File: src/common/ame_params.svh
// offsets, field values, reset values and status codes of the accumulator motion executor
`ifndef AME_PARAMS_SVH
`define AME_PARAMS_SVH

`define AME_OFF_ACCU        8'h00
`define AME_OFF_FRAME       8'h04
`define AME_OFF_STATUS      8'h08
`define AME_OFF_REPLY_HDR   8'h0C
`define AME_OFF_REPLY_VAL   8'h10
`define AME_OFF_REPLY_CK    8'h14
`define AME_OFF_MOD_ADDR    8'h18

`define AME_MOD_ADDR_RST    8'h01
`define AME_HOST_ADDR       8'h02
`define AME_ACCU_RST        32'h00000000

`define AME_INSTR_MOVE      8'h2E
`define AME_INSTR_ROT_L     8'h32
`define AME_INSTR_ROT_R     8'h33

`define AME_TYPE_ABSOLUTE   8'h00
`define AME_TYPE_RELATIVE   8'h01
`define AME_TYPE_POINT      8'h02
`define AME_AXIS_MAX        8'h05

`define AME_PARAM_TGT_POS   8'h00
`define AME_PARAM_TGT_VEL   8'h02

`define AME_ST_OK           8'h64
`define AME_ST_BAD_CKSUM    8'h01
`define AME_ST_BAD_CMD      8'h02
`define AME_ST_BAD_TYPE     8'h03
`define AME_ST_BAD_VALUE    8'h04

`define AME_LAST_BYTE       4'h8

`define AME_STAT_RPL_BIT    0
`define AME_STAT_CKERR_BIT  1
`define AME_STAT_BUSY_BIT   2
`define AME_STAT_SYNC_BIT   3

`endif

File: src/common/ame_pkg.sv
// types of the accumulator motion executor
`default_nettype none
package ame_pkg;

    typedef enum logic [2:0] {
        ame_st_idle,
        ame_st_decode,
        ame_st_stored_point_type,
        ame_st_mode,
        ame_st_param,
        ame_st_reply
    } ame_state_t;

    typedef struct packed {
        logic [3:0]      cnt;
        logic [7:0]      sum;
        logic [7:0][7:0] byt;
        logic            ok;
        logic            bad;
    } ame_rx_state_t;

    typedef struct packed {
        logic        valid;
        logic [31:0] hdr;
        logic [31:0] val;
        logic [7:0]  ck;
    } ame_tx_state_t;

    typedef struct packed {
        ame_state_t  st;
        logic [31:0] accu;
        logic [7:0]  mod_addr;
        logic        ckerr;
        logic [2:0]  axis;
        logic [7:0]  instr;
        logic [7:0]  typ;
        logic [31:0] tgt;
        logic [7:0]  stored_point_type_idx;
        logic        mc_wr;
        logic [7:0]  mc_param;
        logic [31:0] mc_value;
        logic        mode_wr;
        logic        vel_mode;
        logic        dir;
        logic        rpl_ld;
        logic [7:0]  rpl_stat;
        logic [31:0] prdata;
    } ame_exec_state_t;

endpackage
`default_nettype wire

File: src/rtl/ame_cmd_exec.sv
// accumulator motion command executor with apb register access
//
// Overview of operation
// - Instruction 46 is the accumulator move; motor/bank picks axis 0 to 5 (stored point number for type 2), value is ignored.
// - The move type selects absolute (0), offset from actual position (1) or stored point (2).
// - The move copies the target into position parameter 0 of the addressed axis, or of axis 0 for a stored point (type 2).
// - The move does not block: status 100 is replied right after setup, new commands accepted.
// - Target arithmetic is 32 bits and wraps, so over-long distances run the short way.
// - Ramp settings stay in the axis parameters; only the target is written by a command.
// - A later rotate for the same axis overrides a positioning move in progress.
// - Instruction 50 is rotate left at accumulator speed; motor/bank picks axis 0 to 5.
// - Rotate left drives the axis towards a decrementing position counter.
// - Both rotates first select velocity mode, then write velocity parameter 2.
// - Instruction 51 is rotate right, same fields, incrementing the position counter.
// - Each rotate to axis 0 to 5 is answered with status 100.
//
// Chosen here: the APB slave port and the register offsets.
`timescale 1ns/10ps
`default_nettype none
`include "ame_params.svh"

module ame_cmd_exec (
    input  wire logic            clk_in,
    input  wire logic            rst_b_in,
    input  wire logic            psel_in,
    input  wire logic            penable_in,
    input  wire logic            pwrite_in,
    input  wire logic [7:0]      paddr_in,
    input  wire logic [31:0]     pwdata_in,
    output logic [31:0]          prdata_out,
    output logic                 pready_out,
    output logic                 pslverr_out,
    input  wire logic [5:0][31:0] mc_actpos_in,
    input  wire logic [31:0]     stored_point_type_pos_in,
    output logic [7:0]           stored_point_type_idx_out,
    output logic                 mc_wr_out,
    output logic [2:0]           mc_axis_out,
    output logic [7:0]           mc_param_out,
    output logic [31:0]          mc_value_out,
    output logic                 mc_mode_wr_out,
    output logic                 mc_vel_mode_out,
    output logic                 mc_dir_out
);
    ame_pkg::ame_exec_state_t s_q;
    ame_pkg::ame_exec_state_t s_d;

    logic        apb_wr;
    logic        apb_rd_setup;
    logic        mapped;
    logic        byte_push;
    logic        rpl_clr;
    logic        resync;
    logic        rx_ok;
    logic        rx_bad;
    logic [7:0]  rx_addr;
    logic [7:0]  rx_instr;
    logic [7:0]  rx_type;
    logic [7:0]  rx_mb;
    logic        rpl_valid;
    logic [31:0] rpl_hdr;
    logic [31:0] rpl_val;
    logic [7:0]  rpl_ck;
    logic        is_rot;

    assign apb_wr       = psel_in & penable_in & pwrite_in;
    assign apb_rd_setup = psel_in & ~penable_in & ~pwrite_in;
    assign mapped       = (paddr_in == `AME_OFF_ACCU) || (paddr_in == `AME_OFF_FRAME)
                        || (paddr_in == `AME_OFF_STATUS) || (paddr_in == `AME_OFF_REPLY_HDR)
                        || (paddr_in == `AME_OFF_REPLY_VAL) || (paddr_in == `AME_OFF_REPLY_CK)
                        || (paddr_in == `AME_OFF_MOD_ADDR);
    // zero wait states; error only for an unmapped address
    assign pready_out   = 1'b1;
    assign pslverr_out  = psel_in & penable_in & ~mapped;
    // bytes written while a command runs are dropped, the host waits for the reply
    assign byte_push    = apb_wr && (paddr_in == `AME_OFF_FRAME) && (s_q.st == ame_pkg::ame_st_idle);
    assign rpl_clr      = apb_wr && (paddr_in == `AME_OFF_STATUS) && pwdata_in[`AME_STAT_RPL_BIT];
    assign resync       = apb_wr && (paddr_in == `AME_OFF_STATUS) && pwdata_in[`AME_STAT_SYNC_BIT];
    assign is_rot       = (s_q.instr == `AME_INSTR_ROT_L) || (s_q.instr == `AME_INSTR_ROT_R);

    ame_frame_rx u_rx (
        .clk_in        (clk_in),
        .rst_b_in      (rst_b_in),
        .byte_valid_in (byte_push),
        .byte_in       (pwdata_in[7:0]),
        .resync_in     (resync),
        .frame_ok_out  (rx_ok),
        .frame_bad_out (rx_bad),
        .addr_out      (rx_addr),
        .instr_out     (rx_instr),
        .type_out      (rx_type),
        .mb_out        (rx_mb)
    );

    ame_reply_tx u_tx (
        .clk_in      (clk_in),
        .rst_b_in    (rst_b_in),
        .load_in     (s_q.rpl_ld),
        .clear_in    (rpl_clr),
        .mod_addr_in (s_q.mod_addr),
        .status_in   (s_q.rpl_stat),
        .instr_in    (s_q.instr),
        .value_in    (s_q.accu),
        .valid_out   (rpl_valid),
        .hdr_out     (rpl_hdr),
        .val_out     (rpl_val),
        .ck_out      (rpl_ck)
    );

    always_comb begin
        s_d         = s_q;
        s_d.mc_wr   = 1'b0;
        s_d.mode_wr = 1'b0;
        s_d.rpl_ld  = 1'b0;
        if (apb_wr) begin
            case (paddr_in)
                `AME_OFF_ACCU: begin
                    s_d.accu = pwdata_in;
                end
                `AME_OFF_MOD_ADDR: begin
                    s_d.mod_addr = pwdata_in[7:0];
                end
                `AME_OFF_STATUS: begin
                    if (pwdata_in[`AME_STAT_CKERR_BIT]) begin
                        s_d.ckerr = 1'b0;
                    end
                end
                default: begin
                end
            endcase
        end
        if (apb_rd_setup) begin
            case (paddr_in)
                `AME_OFF_ACCU:      s_d.prdata = s_q.accu;
                `AME_OFF_STATUS:    s_d.prdata = {28'h0000000, 1'b0,
                                                  s_q.st != ame_pkg::ame_st_idle,
                                                  s_q.ckerr, rpl_valid};
                `AME_OFF_REPLY_HDR: s_d.prdata = rpl_hdr;
                `AME_OFF_REPLY_VAL: s_d.prdata = rpl_val;
                `AME_OFF_REPLY_CK:  s_d.prdata = {24'h000000, rpl_ck};
                `AME_OFF_MOD_ADDR:  s_d.prdata = {24'h000000, s_q.mod_addr};
                default:            s_d.prdata = 32'h00000000;
            endcase
        end
        // fsm after the bus writes so a hardware set wins over a software clear
        case (s_q.st)
            ame_pkg::ame_st_idle: begin
                if (rx_bad) begin
                    s_d.ckerr    = 1'b1;
                    s_d.instr    = rx_instr;
                    s_d.rpl_stat = `AME_ST_BAD_CKSUM;
                    s_d.st       = ame_pkg::ame_st_reply;
                end else if (rx_ok && (rx_addr == s_q.mod_addr)) begin
                    s_d.instr = rx_instr;
                    s_d.typ   = rx_type;
                    s_d.st    = ame_pkg::ame_st_decode;
                end
            end
            ame_pkg::ame_st_decode: begin
                s_d.st = ame_pkg::ame_st_reply;
                if (!(s_q.instr == `AME_INSTR_MOVE) && !is_rot) begin
                    s_d.rpl_stat = `AME_ST_BAD_CMD;
                end else if ((s_q.instr == `AME_INSTR_MOVE) && (s_q.typ > `AME_TYPE_POINT)) begin
                    s_d.rpl_stat = `AME_ST_BAD_TYPE;
                end else if ((s_q.instr == `AME_INSTR_MOVE) && (s_q.typ == `AME_TYPE_POINT)) begin
                    // stored point number is the motor/bank byte, applied to axis 0
                    s_d.stored_point_type_idx = rx_mb;
                    s_d.axis      = 3'h0;
                    s_d.st        = ame_pkg::ame_st_stored_point_type;
                end else if (rx_mb > `AME_AXIS_MAX) begin
                    s_d.rpl_stat = `AME_ST_BAD_VALUE;
                end else begin
                    s_d.axis = rx_mb[2:0];
                    s_d.st   = ame_pkg::ame_st_mode;
                    if ((s_q.instr == `AME_INSTR_MOVE) && (s_q.typ == `AME_TYPE_RELATIVE)) begin
                        s_d.tgt = s_q.accu + mc_actpos_in[rx_mb[2:0]];
                    end else begin
                        s_d.tgt = s_q.accu;
                    end
                end
            end
            ame_pkg::ame_st_stored_point_type: begin
                s_d.tgt = stored_point_type_pos_in;
                s_d.st  = ame_pkg::ame_st_mode;
            end
            ame_pkg::ame_st_mode: begin
                // a rotate switching to velocity mode cancels any move underway
                s_d.mode_wr  = 1'b1;
                s_d.vel_mode = is_rot;
                s_d.dir      = (s_q.instr == `AME_INSTR_ROT_R);
                s_d.st       = ame_pkg::ame_st_param;
            end
            ame_pkg::ame_st_param: begin
                // only the target is written; ramp limits stay as the axis holds them
                s_d.mc_wr    = 1'b1;
                s_d.mc_param = is_rot ? `AME_PARAM_TGT_VEL : `AME_PARAM_TGT_POS;
                s_d.mc_value = s_q.tgt;
                s_d.rpl_stat = `AME_ST_OK;
                s_d.st       = ame_pkg::ame_st_reply;
            end
            ame_pkg::ame_st_reply: begin
                s_d.rpl_ld = 1'b1;
                s_d.st     = ame_pkg::ame_st_idle;
            end
            default: begin
                s_d.st = ame_pkg::ame_st_idle;
            end
        endcase
    end

    always_ff @(posedge clk_in) begin
        if (!rst_b_in) begin
            s_q          <= '0;
            s_q.st       <= ame_pkg::ame_st_idle;
            s_q.accu     <= `AME_ACCU_RST;
            s_q.mod_addr <= `AME_MOD_ADDR_RST;
        end else begin
            s_q <= s_d;
        end
    end

    assign prdata_out      = s_q.prdata;
    assign stored_point_type_idx_out   = s_q.stored_point_type_idx;
    assign mc_wr_out       = s_q.mc_wr;
    assign mc_axis_out     = s_q.axis;
    assign mc_param_out    = s_q.mc_param;
    assign mc_value_out    = s_q.mc_value;
    assign mc_mode_wr_out  = s_q.mode_wr;
    assign mc_vel_mode_out = s_q.vel_mode;
    assign mc_dir_out      = s_q.dir;
endmodule // ame_cmd_exec
`default_nettype wire

File: src/rtl/ame_frame_rx.sv
// command frame assembler with checksum check
`timescale 1ns/10ps
`default_nettype none
`include "ame_params.svh"

module ame_frame_rx (
    input  wire logic       clk_in,
    input  wire logic       rst_b_in,
    input  wire logic       byte_valid_in,
    input  wire logic [7:0] byte_in,
    input  wire logic       resync_in,
    output logic            frame_ok_out,
    output logic            frame_bad_out,
    output logic [7:0]      addr_out,
    output logic [7:0]      instr_out,
    output logic [7:0]      type_out,
    output logic [7:0]      mb_out
);
    ame_pkg::ame_rx_state_t s_q;
    ame_pkg::ame_rx_state_t s_d;

    always_comb begin
        s_d     = s_q;
        s_d.ok  = 1'b0;
        s_d.bad = 1'b0;
        if (resync_in) begin
            s_d.cnt = 4'h0;
            s_d.sum = 8'h00;
        end else if (byte_valid_in) begin
            if (s_q.cnt == `AME_LAST_BYTE) begin
                // ninth byte is the checksum of the eight before it
                s_d.ok  = (byte_in == s_q.sum);
                s_d.bad = (byte_in != s_q.sum);
                s_d.cnt = 4'h0;
                s_d.sum = 8'h00;
            end else begin
                s_d.byt[s_q.cnt[2:0]] = byte_in;
                s_d.sum = s_q.sum + byte_in;
                s_d.cnt = s_q.cnt + 4'h1;
            end
        end
    end

    always_ff @(posedge clk_in) begin
        if (!rst_b_in) begin
            s_q <= '0;
        end else begin
            s_q <= s_d;
        end
    end

    assign frame_ok_out  = s_q.ok;
    assign frame_bad_out = s_q.bad;
    assign addr_out      = s_q.byt[0];
    assign instr_out     = s_q.byt[1];
    assign type_out      = s_q.byt[2];
    assign mb_out        = s_q.byt[3];

endmodule // ame_frame_rx
`default_nettype wire

File: src/rtl/ame_reply_tx.sv
// reply frame holder with checksum
`timescale 1ns/10ps
`default_nettype none
`include "ame_params.svh"

module ame_reply_tx (
    input  wire logic        clk_in,
    input  wire logic        rst_b_in,
    input  wire logic        load_in,
    input  wire logic        clear_in,
    input  wire logic [7:0]  mod_addr_in,
    input  wire logic [7:0]  status_in,
    input  wire logic [7:0]  instr_in,
    input  wire logic [31:0] value_in,
    output logic             valid_out,
    output logic [31:0]      hdr_out,
    output logic [31:0]      val_out,
    output logic [7:0]       ck_out
);
    ame_pkg::ame_tx_state_t s_q;
    ame_pkg::ame_tx_state_t s_d;

    always_comb begin
        s_d = s_q;
        if (clear_in) begin
            s_d.valid = 1'b0;
        end
        // load after clear so a new reply is never lost
        if (load_in) begin
            s_d.valid = 1'b1;
            s_d.hdr   = {`AME_HOST_ADDR, mod_addr_in, status_in, instr_in};
            s_d.val   = value_in;
            s_d.ck    = `AME_HOST_ADDR + mod_addr_in + status_in + instr_in
                      + value_in[31:24] + value_in[23:16] + value_in[15:8] + value_in[7:0];
        end
    end

    always_ff @(posedge clk_in) begin
        if (!rst_b_in) begin
            s_q <= '0;
        end else begin
            s_q <= s_d;
        end
    end

    assign valid_out = s_q.valid;
    assign hdr_out   = s_q.hdr;
    assign val_out   = s_q.val;
    assign ck_out    = s_q.ck;

endmodule // ame_reply_tx
`default_nettype wire

File: config.mk
export PLATFORM = sky130hd
export DESIGN_NAME = ame_cmd_exec
export DESIGN_NICKNAME = d
export VERILOG_FILES = /design/src/common/ame_pkg.sv /design/src/rtl/ame_cmd_exec.sv /design/src/rtl/ame_frame_rx.sv /design/src/rtl/ame_reply_tx.sv
export VERILOG_INCLUDE_DIRS = /design/src /design/src/common
export SDC_FILE = /design/constraint.sdc
export NUM_CORES = 1
export LEC_CHECK = 0
export BUFFER_PORTS_ARGS = -buffer_cell sky130_fd_sc_hd__clkbuf_2
export CORE_UTILIZATION = 40
export DETAILED_ROUTE_END_ITERATION = 10
export GPL_TIMING_DRIVEN = 1
export PLACE_DENSITY_LB_ADDON = 0.25
export SYNTH_ARGS = -nofsm -noshare
export SYNTH_HDL_FRONTEND = slang
export SYNTH_SLANG_ARGS = --single-unit
File: constraint.sdc
create_clock -name clk_in -period 8.68 [get_ports clk_in]
set_input_delay 0.868 -clock clk_in [delete_from_list [all_inputs] [get_ports clk_in]]
set_output_delay 0.868 -clock clk_in [all_outputs]
set_load 0.02 [all_outputs]
# Yosys cells after proc, flatten, opt, wreduce, memory -nomap -nowiden
# Cells that the tools add are included.
op_classes:
  n_eq_ne: 29
  muxes: 42
  n_reduce_logical: 38
  bitwise: 15
  n_addsub: 10
  magnitude_cmp: 5
ops:
  columns: ["cell", "count"]
  rows:
  - ["$pmux W32 S6", 1]
  - ["$mux W32", 4]
  - ["$bmux W32 S3", 1]
  - ["$mux W40", 2]
  - ["$mux W73", 1]
  - ["$bwmux W64", 1]
  - ["$mux W8", 8]
  - ["$pmux W32 S2", 1]
  - ["$add A8 B8 Y8", 7]
  - ["$mux W41", 1]
  - ["$add A32 B32 Y32", 1]
  - ["$mux W3", 9]
  - ["$demux W8 S3", 1]
  - ["$eq A8 B5 Y1 const B", 3]
  - ["$eq A8 B6 Y1 const B", 3]
  - ["$pmux W8 S3", 1]
  - ["$eq A8 B4 Y1 const B", 2]
  - ["$eq A8 B8 Y1", 2]
  - ["$mux W16", 1]
  - ["$pmux W3 S5", 1]
  - ["$mux W12", 1]
  - ["$reduce_and A4 Y1", 3]
  - ["$logic_and A1 B1 Y1", 11]
  - ["$ne A2 B2 Y1 const B", 5]
  - ["other kinds (32)", 68]
totals:
  wordCells: 173
  out_inout_bits: 89
  ff_bits: 332

# Depth between registers and ports, before layout
# Gate-level depths: netlist of the first run.
depth:
  word_depth: 9
  depth_mapped: 17
  mapped_depth_nobuf: 17

# Modules after synthesis
# From an unflattened synthesis of the first run, not the netlist that was laid out.
unflattened:
  hier_cells: 2024
  hier_area_um2: 17366.7
modules_own_cells:
  columns: ["mod", "cells_each", "instances", "seq_area_each_um2", "area_per_inst_um2"]
  rows:
  - ["ame_cmd_exec", 1415, 1, 3543.4, 11228.3]
  - ["ame_reply_tx", 363, 1, 1321.3, 3769.9]
  - ["ame_frame_rx", 246, 1, 920.9, 2368.5]

# Least setup slack after synthesis of the first run
# No wires, ideal clock.
synth_path:
  path_kind: "register -> register"
  from: "register s_q[154] (netlist name)"
  to: "register u_tx.s_q (netlist bit u_tx.ck_out[7])"
  stages_incl_launch_ff: 18
  arrival_time_ns: 4.147
  synth_period_minus_slack_ns: 4.274
  setup_slack_ns: 4.406
  required_ns: 8.552
  setup_ns: 0.128
  cell_sequence: "dfxtp_1 -> inv_1 -> fa_1 -> inv_1 -> fa_1 -> inv_1 -> fa_1 -> fa_1 -> inv_1 -> ha_1 -> fa_1 -> a21o_1 -> a21o_1 -> a21o_1 -> a21oi_1 -> xnor2_1 -> mux2i_1 -> nor2_1"
synth_between:
  elab_chain_cells: 1
synth_lines:
  columns: ["element", "line", "rtl"]
  rows:
  - ["start, declared", "ame_cmd_exec.sv:44", "ame_pkg::ame_exec_state_t s_q;"]
  - ["$add A8 B8 Y8 (no line)", null, null]
  - ["end signal, assigned", "ame_reply_tx.sv:40", "s_q <= '0;"]
  - ["end signal, assigned", "ame_reply_tx.sv:42", "s_q <= s_d;"]
  - ["end, declared", "ame_reply_tx.sv:20", "ame_pkg::ame_tx_state_t s_q;"]
# No other way between the ends.
# A chain may end at the register's enable or synchronous reset.

# Worst setup path in the final report of the first run
layout_path:
  from: "register u_rx.s_q (netlist bit u_rx.mb_out[1])"
  to: "register s_q[109] (netlist name)"
layout_between:
  elab_chain_cells: 9
  word_cells_on_any_way: 12
  classes_between: "add/sub (1); order compare (1); eq/ne (1); mux (8); reduce/logical (1)"
layout_lines:
  columns: ["element", "line", "rtl"]
  rows:
  - ["start, declared", "ame_frame_rx.sv:19", "ame_pkg::ame_rx_state_t s_q;"]
  - ["start signal, assigned", "ame_frame_rx.sv:46", "s_q <= '0;"]
  - ["start signal, assigned", "ame_frame_rx.sv:48", "s_q <= s_d;"]
  - ["$bmux W32 S3", "ame_cmd_exec.sv:175", "s_d.tgt = s_q.accu + mc_actpos_in[rx_mb[2:0]];"]
  - ["$mux W32 (implied by the code)", "ame_cmd_exec.sv:175", null]
  - ["$add A32 B32 Y32", "ame_cmd_exec.sv:175", null]
  - ["$mux W32", "ame_cmd_exec.sv:174", "if ((s_q.instr == `AME_INSTR_MOVE) && (s_q.typ == `AME_TYPE_RELATIVE)) begin"]
  - ["$mux W32", "ame_cmd_exec.sv:169", "end else if (rx_mb > `AME_AXIS_MAX) begin"]
  - ["$mux W32", "ame_cmd_exec.sv:164", "end else if ((s_q.instr == `AME_INSTR_MOVE) && (s_q.typ == `AME_TYPE_POINT)) begin"]
  - ["$mux W40", "ame_cmd_exec.sv:162", "end else if ((s_q.instr == `AME_INSTR_MOVE) && (s_q.typ > `AME_TYPE_POINT)) begin"]
  - ["$mux W40", "ame_cmd_exec.sv:160", "if (!(s_q.instr == `AME_INSTR_MOVE) && !is_rot) begin"]
  - ["$pmux W32 S2", "ame_cmd_exec.sv:145", "case (s_q.st)"]
# Several ways; a longest one is shown, not always the timed one. The select of a mux whose other input is x is not followed.

==> flow_summary.json, run 1 <==
{
  "worstSetupStartpointType": "flip-flop",
  "grt_pass1_wl_um": 84200,
  "ys_ff_latch": 285,
  "setup_tns_ns": 0,
  "p_per_area_mw_per_mm2": 151,
  "layout-drive-gt1-share_pct": 22.1,
  "critPathMaxFanout": 37,
  "hold_violations": 0,
  "yosysTopAreaCell": "dfxtp_1",
  "fmax_mhz": 201,
  "grt_overflow": 0,
  "placedCellCount": 2692,
  "ioPinCount": 358,
  "cts.hold.buffers_added": 0,
  "routabilityCongestion": 1.02,
  "setup_viol": 0,
  "dr.pass1.iters": 7,
  "clock_latency_ns": 0.57,
  "leakage_nw": 7.53,
  "finalCritPeriodShare_pct": 57.3,
  "synth_edf_count": 0,
  "insertedDiodeCount": 0,
  "synth_seq_area_share_pct": 34.5,
  "critPathKind": "reg2reg",
  "post_drt_wl_per_cell_um": 21.0,
  "vias_per_cell": 5.49,
  "final.min_clock_period_ns": 4.97,
  "grt.total_usage_pct": 26.3,
  "synth_cell_type_count": 79,
  "cts.sinks": 285,
  "clockRootBuffer": "clkbuf_16",
  "netlist_top_cells_area": "dfxtp_1 (34%), nand2_1 (7.1%), a21oi_1 (6.9%), mux2i_1 (6.4%), nor2_1 (4.6%)",
  "dieArea_sq_mm": 0.0422,
  "worstPathRequired_ns": 9.19,
  "drt_iter0_markers": 1375,
  "synth.avg_cell_area_sq_um": 8.32,
  "final_cell_count_no_fill": 2749,
  "status": "complete, no violations",
  "grt_max_degree": 86,
  "slew_headroom_pct": 18.9,
  "cp-end-kind": "flip-flop",
  "fill_cells": 4036,
  "wl_um": 57800,
  "core-area_sq_mm": 0.0408,
  "vias": 15105,
  "synth-warning-count": 0,
  "cts-resized-gates": 0,
  "dominantRegCellSynth": "dfxtp_1",
  "antenna_found_initial": 2,
  "fin_skew_ns": 0.0143,
  "synth_cells": 1989,
  "start_util_pct": 40.5,
  "die_h_um": 205,
  "io_buffers": 349,
  "async_flop_share_pct": 0,
  "nNetsFinal": 2546,
  "rows": 74,
  "grt_setup_unrepaired": "false",
  "drc": 0,
  "htree_levels": 1,
  "cts_tree": "yes",
  "clk_pin_slew_ns": 0.07,
  "synthToLayoutAreaGrowth_pct": 15.7,
  "worstMarginPinSlew_ns": 1.21,
  "netlist_area_sq_mm": 0.0165,
  "postCtsSetupRepairBufs": 0,
  "die_x_um": 205,
  "antenna_left": 0,
  "finalMaxSlewViolations": 0,
  "vdd_ir_drop_max_mv": 0.136,
  "clock_path_buffers": 3,
  "hold_class": "reg2reg",
  "worstPathArrival_ns": 5.48,
  "synth.top_cell.area_share_pct": 34.5,
  "numCtsBuffers": 31,
  "dp_hpwl_um": 44200,
  "grt_pass1_vias": 13871,
  "maxCapViolations": 0
}
## worst paths after layout
kind         depth (start not counted)                       endpoint  slack, ns                         from
max                                 14          s_q[109]$_SDFFE_PN0P_       3.71  u_rx.mb_out[1]$_SDFFE_PN0P_
min                                  2  mc_value_out[29]$_SDFFE_PN0P_       0.45        s_q[122]$_SDFFE_PN0P_
max reg2reg                         14          s_q[109]$_SDFFE_PN0P_       3.71  u_rx.mb_out[1]$_SDFFE_PN0P_
min reg2reg                          2  mc_value_out[29]$_SDFFE_PN0P_       0.45        s_q[122]$_SDFFE_PN0P_
## critical path, cell delays in order (launching register included)
cell,delay [ns]
dfxtp_2,0.92
nand2b_1,0.85
o21ai_0,0.36
ha_1,0.31
inv_1,0.07
fa_1,0.24
nor2b_4,0.07
o2111a_1,0.28
or3_1,0.42
a21oi_1,0.29
o221ai_1,0.19
xnor2_1,0.16
o21ai_0,0.44
a22oi_1,0.16
a21oi_1,0.16
## stage by stage
step / power, W / hold WS [ns] / setup WS (ns) / util (%) / cell area [sq um]
3_5_place_dp: 0.00152 / 0.443 / 3.70 / 44.2 / 18100
4_1_cts: 0.00291 / 0.451 / 3.68 / 46.9 / 19100
5_1_grt: 0.00297 / 0.472 / 3.03 / 46.9 / 19100
2_1_floorplan: 0.00142 / 0.429 / 4.41 / - / 16600
3_3_place_gp: 0.00152 / 0.440 / 3.74 / 44.2 / 18100
6_report: 0.00289 / 0.452 / 3.71 / 46.9 / 19100
## cell families after synthesis
logic type	count (synthesis)	share of synthesized area [%]
mux	139	10.8
xor+xnor	53	2.81
fa+ha+maj	84	7.85
other cells	2	0.0454
compound gates	485	18.1
flops	285	34.5
simple gates	649	17.2
buf+inv	292	8.69
## sequential cells by signal, summed over array words and instances, names as in the netlist, 3 cells and up
register	count
u_tx.ck_out	8
u_rx.addr_out	8
u_rx.instr_out	8
prdata_out	32
u_rx.s_q	12
u_rx.type_out	8
stored_point_type_idx_out	8
u_tx.hdr_out	21
mc_value_out	32
s_q	97
mc_axis_out	3
u_tx.val_out	32
u_rx.mb_out	8
## per-layer routing
metal / vias to the layer above / part of all wire, % / global-route usage [%] / wire [um]
met3: 90 / 7.5 / 5.59 / 4340
met5: - / 0.016 / 0 / 9
met1: 7229 / 47 / 38.8 / 26900
met4: 2 / 2.8 / 7.41 / 1610
met2: 532 / 43 / 38.3 / 24900
li1: 7252 / - / - / -
## synth_stat cells (13+ instances only)
library cell / instances
nand2_1: 312
dfxtp_1: 285
a21oi_1: 229
nor2_1: 203
mux2i_1: 106
clkbuf_1: 94
inv_1: 87
o21ai_0: 85
buf_4: 84
ha_1: 51
nand3_1: 42
xnor2_1: 40
a22oi_1: 34
fa_1: 33
mux4_2: 32
a222oi_1: 30
a21o_1: 24
a211oi_1: 16
nor3_1: 16
buf_2: 15
xor2_1: 13
## area by class of cell
type,count,area [sq um],share of cell area (%)
multi-input combinational,1418,9450,49.3
clock buffer,39,876,4.58
clock inverter,18,210,1.10
tap,532,666,3.48
sequential,285,5710,29.8
inverter,88,335,1.75
timing repair buffer,369,1900,9.91
## cells in the final DEF, fill, tap and decap left out, types with 5 or more instances in the layout
| cell type | n |
|---|---|
| clkbuf_2 | 349 |
| nand2_1 | 312 |
| dfxtp_1 | 282 |
| a21oi_1 | 229 |
| nor2_1 | 201 |
| mux2i_1 | 106 |
| inv_1 | 87 |
| o21ai_0 | 85 |
| ha_1 | 51 |
| nand3_1 | 42 |
| xnor2_1 | 40 |
| a22oi_1 | 34 |
| fa_1 | 33 |
| mux4_2 | 32 |
| clkbuf_16 | 31 |
| a222oi_1 | 30 |
| a21o_1 | 24 |
| buf_4 | 20 |
| nor3_1 | 16 |
| a211oi_1 | 16 |
| xor2_1 | 13 |
| o21bai_1 | 8 |
| conb_1 | 8 |
| nand2b_1 | 7 |
| nand4_1 | 7 |
| nor2b_1 | 7 |
| o31ai_1 | 7 |
| clkinv_2 | 7 |
| clkbuf_8 | 7 |
| a221oi_1 | 6 |
| and3_1 | 5 |
| and2_1 | 5 |
| o21a_1 | 5 |
| a31oi_1 | 5 |
| clkinvlp_4 | 5 |
## power by group
group	internal (W)	switching (W)	leakage (nW)
combinational	0.0000773	0.000108	4.71
clock	0.000833	0.000563	0.527
sequential	0.00131	0.000000643	2.30
total	0.00222	0.000672	7.53
No activity file was read; power rests on OpenSTA's default activity.
==> run 2, diff against run 1 <==
--- a/config.mk
+++ b/config.mk
@@ -6,6 +6,7 @@
 export SDC_FILE = /design/constraint.sdc
 export NUM_CORES = 1
 export LEC_CHECK = 0
+export ABC_AREA = 1
 export BUFFER_PORTS_ARGS = -buffer_cell sky130_fd_sc_hd__clkbuf_2
 export CORE_UTILIZATION = 40
 export DETAILED_ROUTE_END_ITERATION = 10
==> constraint.sdc (replaced) <==
create_clock -name clk_in -period 4.05 [get_ports clk_in]
set_input_delay 0.405 -clock clk_in [delete_from_list [all_inputs] [get_ports clk_in]]
set_output_delay 0.405 -clock clk_in [all_outputs]
set_load 0.02 [all_outputs]
==> run 2 against run 1 <==
  * Clock power up 120%
  * Area after synthesis up 5.9%
  * Sequential power up 120%
  * Maximum frequency up 27%
  * Combinational power rose to 4.0 times the previous value
  * Critical endpoint is now u_tx.ck_out[7]$_SDFFE_PN0P_
  * Utilization up 0.93 points
  * Wire length up 16%
  * Sequential share of layout area down 2.2 points
==> flow_summary.json, run 2 <==
{
  "wl_um": 67000,
  "min_path_cells": 3,
  "synth-warning-count": 0,
  "worstPathArrival_ns": 4.33,
  "cts_tree": "yes",
  "synth_edf_count": 0,
  "holdWs_ns": 0.140,
  "path_cells": "inv_2 > fa_1 > inv_2 > fa_1 > inv_1 > fa_1 > fa_1 > inv_2 > ha_4 > fa_2 > nand3_2 > nand2_2 > nand2_2 > nand2_2 > a21oi_2 > inv_1 > nand3_1 > nand3_1 > nand2_1 > inv_1",
  "final.min_clock_period_ns": 3.90,
  "vias_per_cell": 5.24,
  "dominantRegCellSynth": "dfxtp_1",
  "synth_most_common_cell": "nand2_1",
  "grt.total_usage_pct": 29.6,
  "p_sw_share_pct": 25.6,
  "yosysTopAreaCell": "dfxtp_1",
  "r2r_slack_ns": 0.15,
  "design_area_sq_mm": 0.0206,
  "netlist_top_cells_area": "dfxtp_1 (33%), nand2_1 (13%), a21oi_1 (10%), inv_1 (7.1%), o21ai_0 (6.4%)",
  "clock_path_buffers": 3,
  "maxCapViolations": 0,
  "p_switching_w": 0.00173,
  "grt_max_degree": 105,
  "fill_cells": 4493,
  "clock_latency_ns": 0.52,
  "netlist_area_sq_mm": 0.0175,
  "critPathMaxFanout": 2,
  "fin_skew_ns": 0.0158,
  "die_x_um": 211,
  "critPathKind": "reg2reg",
  "cts.hold.buffers_added": 0,
  "synthToLayoutAreaGrowth_pct": 17.8,
  "drc": 0,
  "synth_cell_type_count": 50,
  "largest_reg_flops": 97,
  "p_clk_share_pct": 46.1,
  "nNetsFinal": 3224,
  "p_seq_share_pct": 43.0,
  "cp-end-kind": "flip-flop",
  "finalCritPeriodShare_pct": 96.4,
  "status": "complete, no violations",
  "worstMarginPinSlew_ns": 1.06,
  "antenna_left": 0,
  "worstReg2RegStart": "s_q[162]$_SDFFE_PN0P_",
  "finalMaxSlewViolations": 0,
  "grt_pass1_vias": 17436,
  "antenna_found_initial": 0,
  "leakage_nw": 9.55,
  "cp_num_buf_inv": 6,
  "grt_pass1_wl_um": 101000,
  "dieArea_sq_mm": 0.0446,
  "async_flop_share_pct": 0,
  "synth_common_cells": "nand2_1 (625), a21oi_1 (353), inv_1 (330)",
  "r2r_end": "u_tx.ck_out[7]$_SDFFE_PN0P_",
  "slowest_delay_ns": 0.55,
  "vias": 18222,
  "io_buffers": 349,
  "dr.pass1.iters": 5,
  "ys_ff_latch": 285,
  "final_common_cell": "nand2_1",
  "vdd_ir_drop_max_mv": 0.240,
  "p_comb_share_pct": 10.9,
  "critical_path.slowest_cell": "fa_1",
  "synth.top_cell.area_share_pct": 32.6,
  "drt_iter0_markers": 1572,
  "layout-drive-gt1-share_pct": 18.7,
  "p_int_w": 0.00505,
  "die_h_um": 211,
  "hold_violations": 0,
  "rows": 76,
  "r2r_cells": 20,
  "dp_hpwl_um": 52300,
  "dpl_cell_area_sq_mm": 0.0194,
  "numCtsBuffers": 34,
  "setup_viol": 0,
  "clk_pin_slew_ns": 0.06,
  "routabilityCongestion": 0.983,
  "p_per_area_mw_per_mm2": 328,
  "start_util_pct": 40.6,
  "fmax_mhz": 256,
  "setup_tns_ns": 0,
  "hold_path_end": "s_q[178]$_SDFFE_PN0P_",
  "worstPathRequired_ns": 4.47,
  "cts.sinks": 285,
  "grt_setup_unrepaired": "true",
  "slew_headroom_pct": 29.0,
  "max_flop_register": "s_q",
  "worstSetupStartpointType": "flip-flop",
  "synth.avg_cell_area_sq_um": 6.68,
  "synth_seq_area_share_pct": 32.6,
  "ioPinCount": 358,
  "final_cell_count_no_fill": 3478,
  "clockRootBuffer": "clkbuf_16",
  "placedCellCount": 3415,
  "core-area_sq_mm": 0.0432,
  "layout_common_cells": "nand2_1 (622), a21oi_1 (352), clkbuf_2 (348)",
  "synth_cells": 2624,
  "insertedDiodeCount": 0,
  "crit_path_frequent_cell": "fa_1",
  "hold_class": "in2reg",
  "cpLargestDelayFamily": "adder cells",
  "htree_levels": 2,
  "post_drt_wl_per_cell_um": 19.3,
  "grt_overflow": 0,
  "hp-start": "pwdata_in[25]"
}
-- run 2: per-stage QoR --
step                      setup slack (ns)  util [%]  total power [W]
after floorplan                     0.0711         -          0.00343
after global placement             -0.0404      45.0          0.00369
after detailed placement           -0.0326      45.0          0.00370
after CTS                           0.0341      47.6          0.00681
after global routing               -0.0483      47.8          0.00702
final                                0.146      47.8          0.00678
-- run 2: cell families (layout without fill, tap and decap cells) --
group	after synthesis	count (layout)	synth area share (%)
and+or+nand+nor	969	970	22.7
AOI/OAI and AO/OA	698	698	21.9
buffers and inverters	559	821	14.0
DFF	285	285	32.6
adders and majority gates	84	84	7.41
xor gates and xnor gates	27	27	1.35
other	2	8	0.0429
-- run 2: worst min-delay path: cells and delay by family --
| kind | cells | cell delay (ns) |
|---|---|---|
| compound gates | 1 | 0.06 |
| buf+inv | 1 | 0.09 |
| simple gates | 1 | 0.06 |
-- run 2: layout make-up --
cell class,instances,area (sq um),area share [%]
Tap cell,585,732,3.55
Timing Repair Buffer,416,2290,11.1
Inverter,347,1300,6.32
Sequential cell,285,5720,27.7
Clock inverter,8,106,0.515
Clock buffer,50,1030,5.00
Multi-Input combinational cell,1787,9460,45.8
-- run 2: power by group through the flow --
stage | Clock, W | Combinational (W) | Sequential, W
6_report | 0.00313 | 0.000739 | 0.00291
5_1_grt | 0.00328 | 0.000821 | 0.00292
4_1_cts | 0.00317 | 0.000734 | 0.00291
3_5_place_dp | 0 | 0.000729 | 0.00297
3_3_place_gp | 0 | 0.000722 | 0.00297
2_1_floorplan | 0 | 0.000466 | 0.00296
-- run 2: how the worst max path moves through the flow --
| stage | start | endpoint | slack [ns] | cells after the start |
|---|---|---|---|---|
| 2_1_floorplan | s_q[154]$_SDFFE_PN0P_ | u_tx.ck_out[7]$_SDFFE_PN0P_ | 0.07 | 20 |
| 3_3_place_gp | s_q[154]$_SDFFE_PN0P_ | u_tx.ck_out[7]$_SDFFE_PN0P_ | -0.04 | 20 |
| 3_5_place_dp | s_q[154]$_SDFFE_PN0P_ | u_tx.ck_out[7]$_SDFFE_PN0P_ | -0.03 | 20 |
| 4_1_cts | s_q[154]$_SDFFE_PN0P_ | u_tx.ck_out[7]$_SDFFE_PN0P_ | 0.03 | 20 |
| 5_1_grt | s_q[162]$_SDFFE_PN0P_ | u_tx.ck_out[7]$_SDFFE_PN0P_ | -0.05 | 20 |
| 6_report | s_q[162]$_SDFFE_PN0P_ | u_tx.ck_out[7]$_SDFFE_PN0P_ | 0.15 | 20 |
-- run 2: routing by layer --
| metal | part of all wire [%] | GRT usage, % | routed length [um] |
|---|---|---|---|
| met4 | 3.1 | 9.52 | 2110 |
| met5 | 0 | 0 | 0 |
| met1 | 44 | 40.0 | 29800 |
| met2 | 46 | 48.9 | 31100 |
| met3 | 6.0 | 3.84 | 4050 |
-- run 2: repair_timing --
action                                  4_1_cts  5_1_grt
endpoints found under the setup margin        1        4
setup buffers                                 0        4
gates resized for setup                       2       18
gates cloned                                  0        1
pin swaps                                     0       11
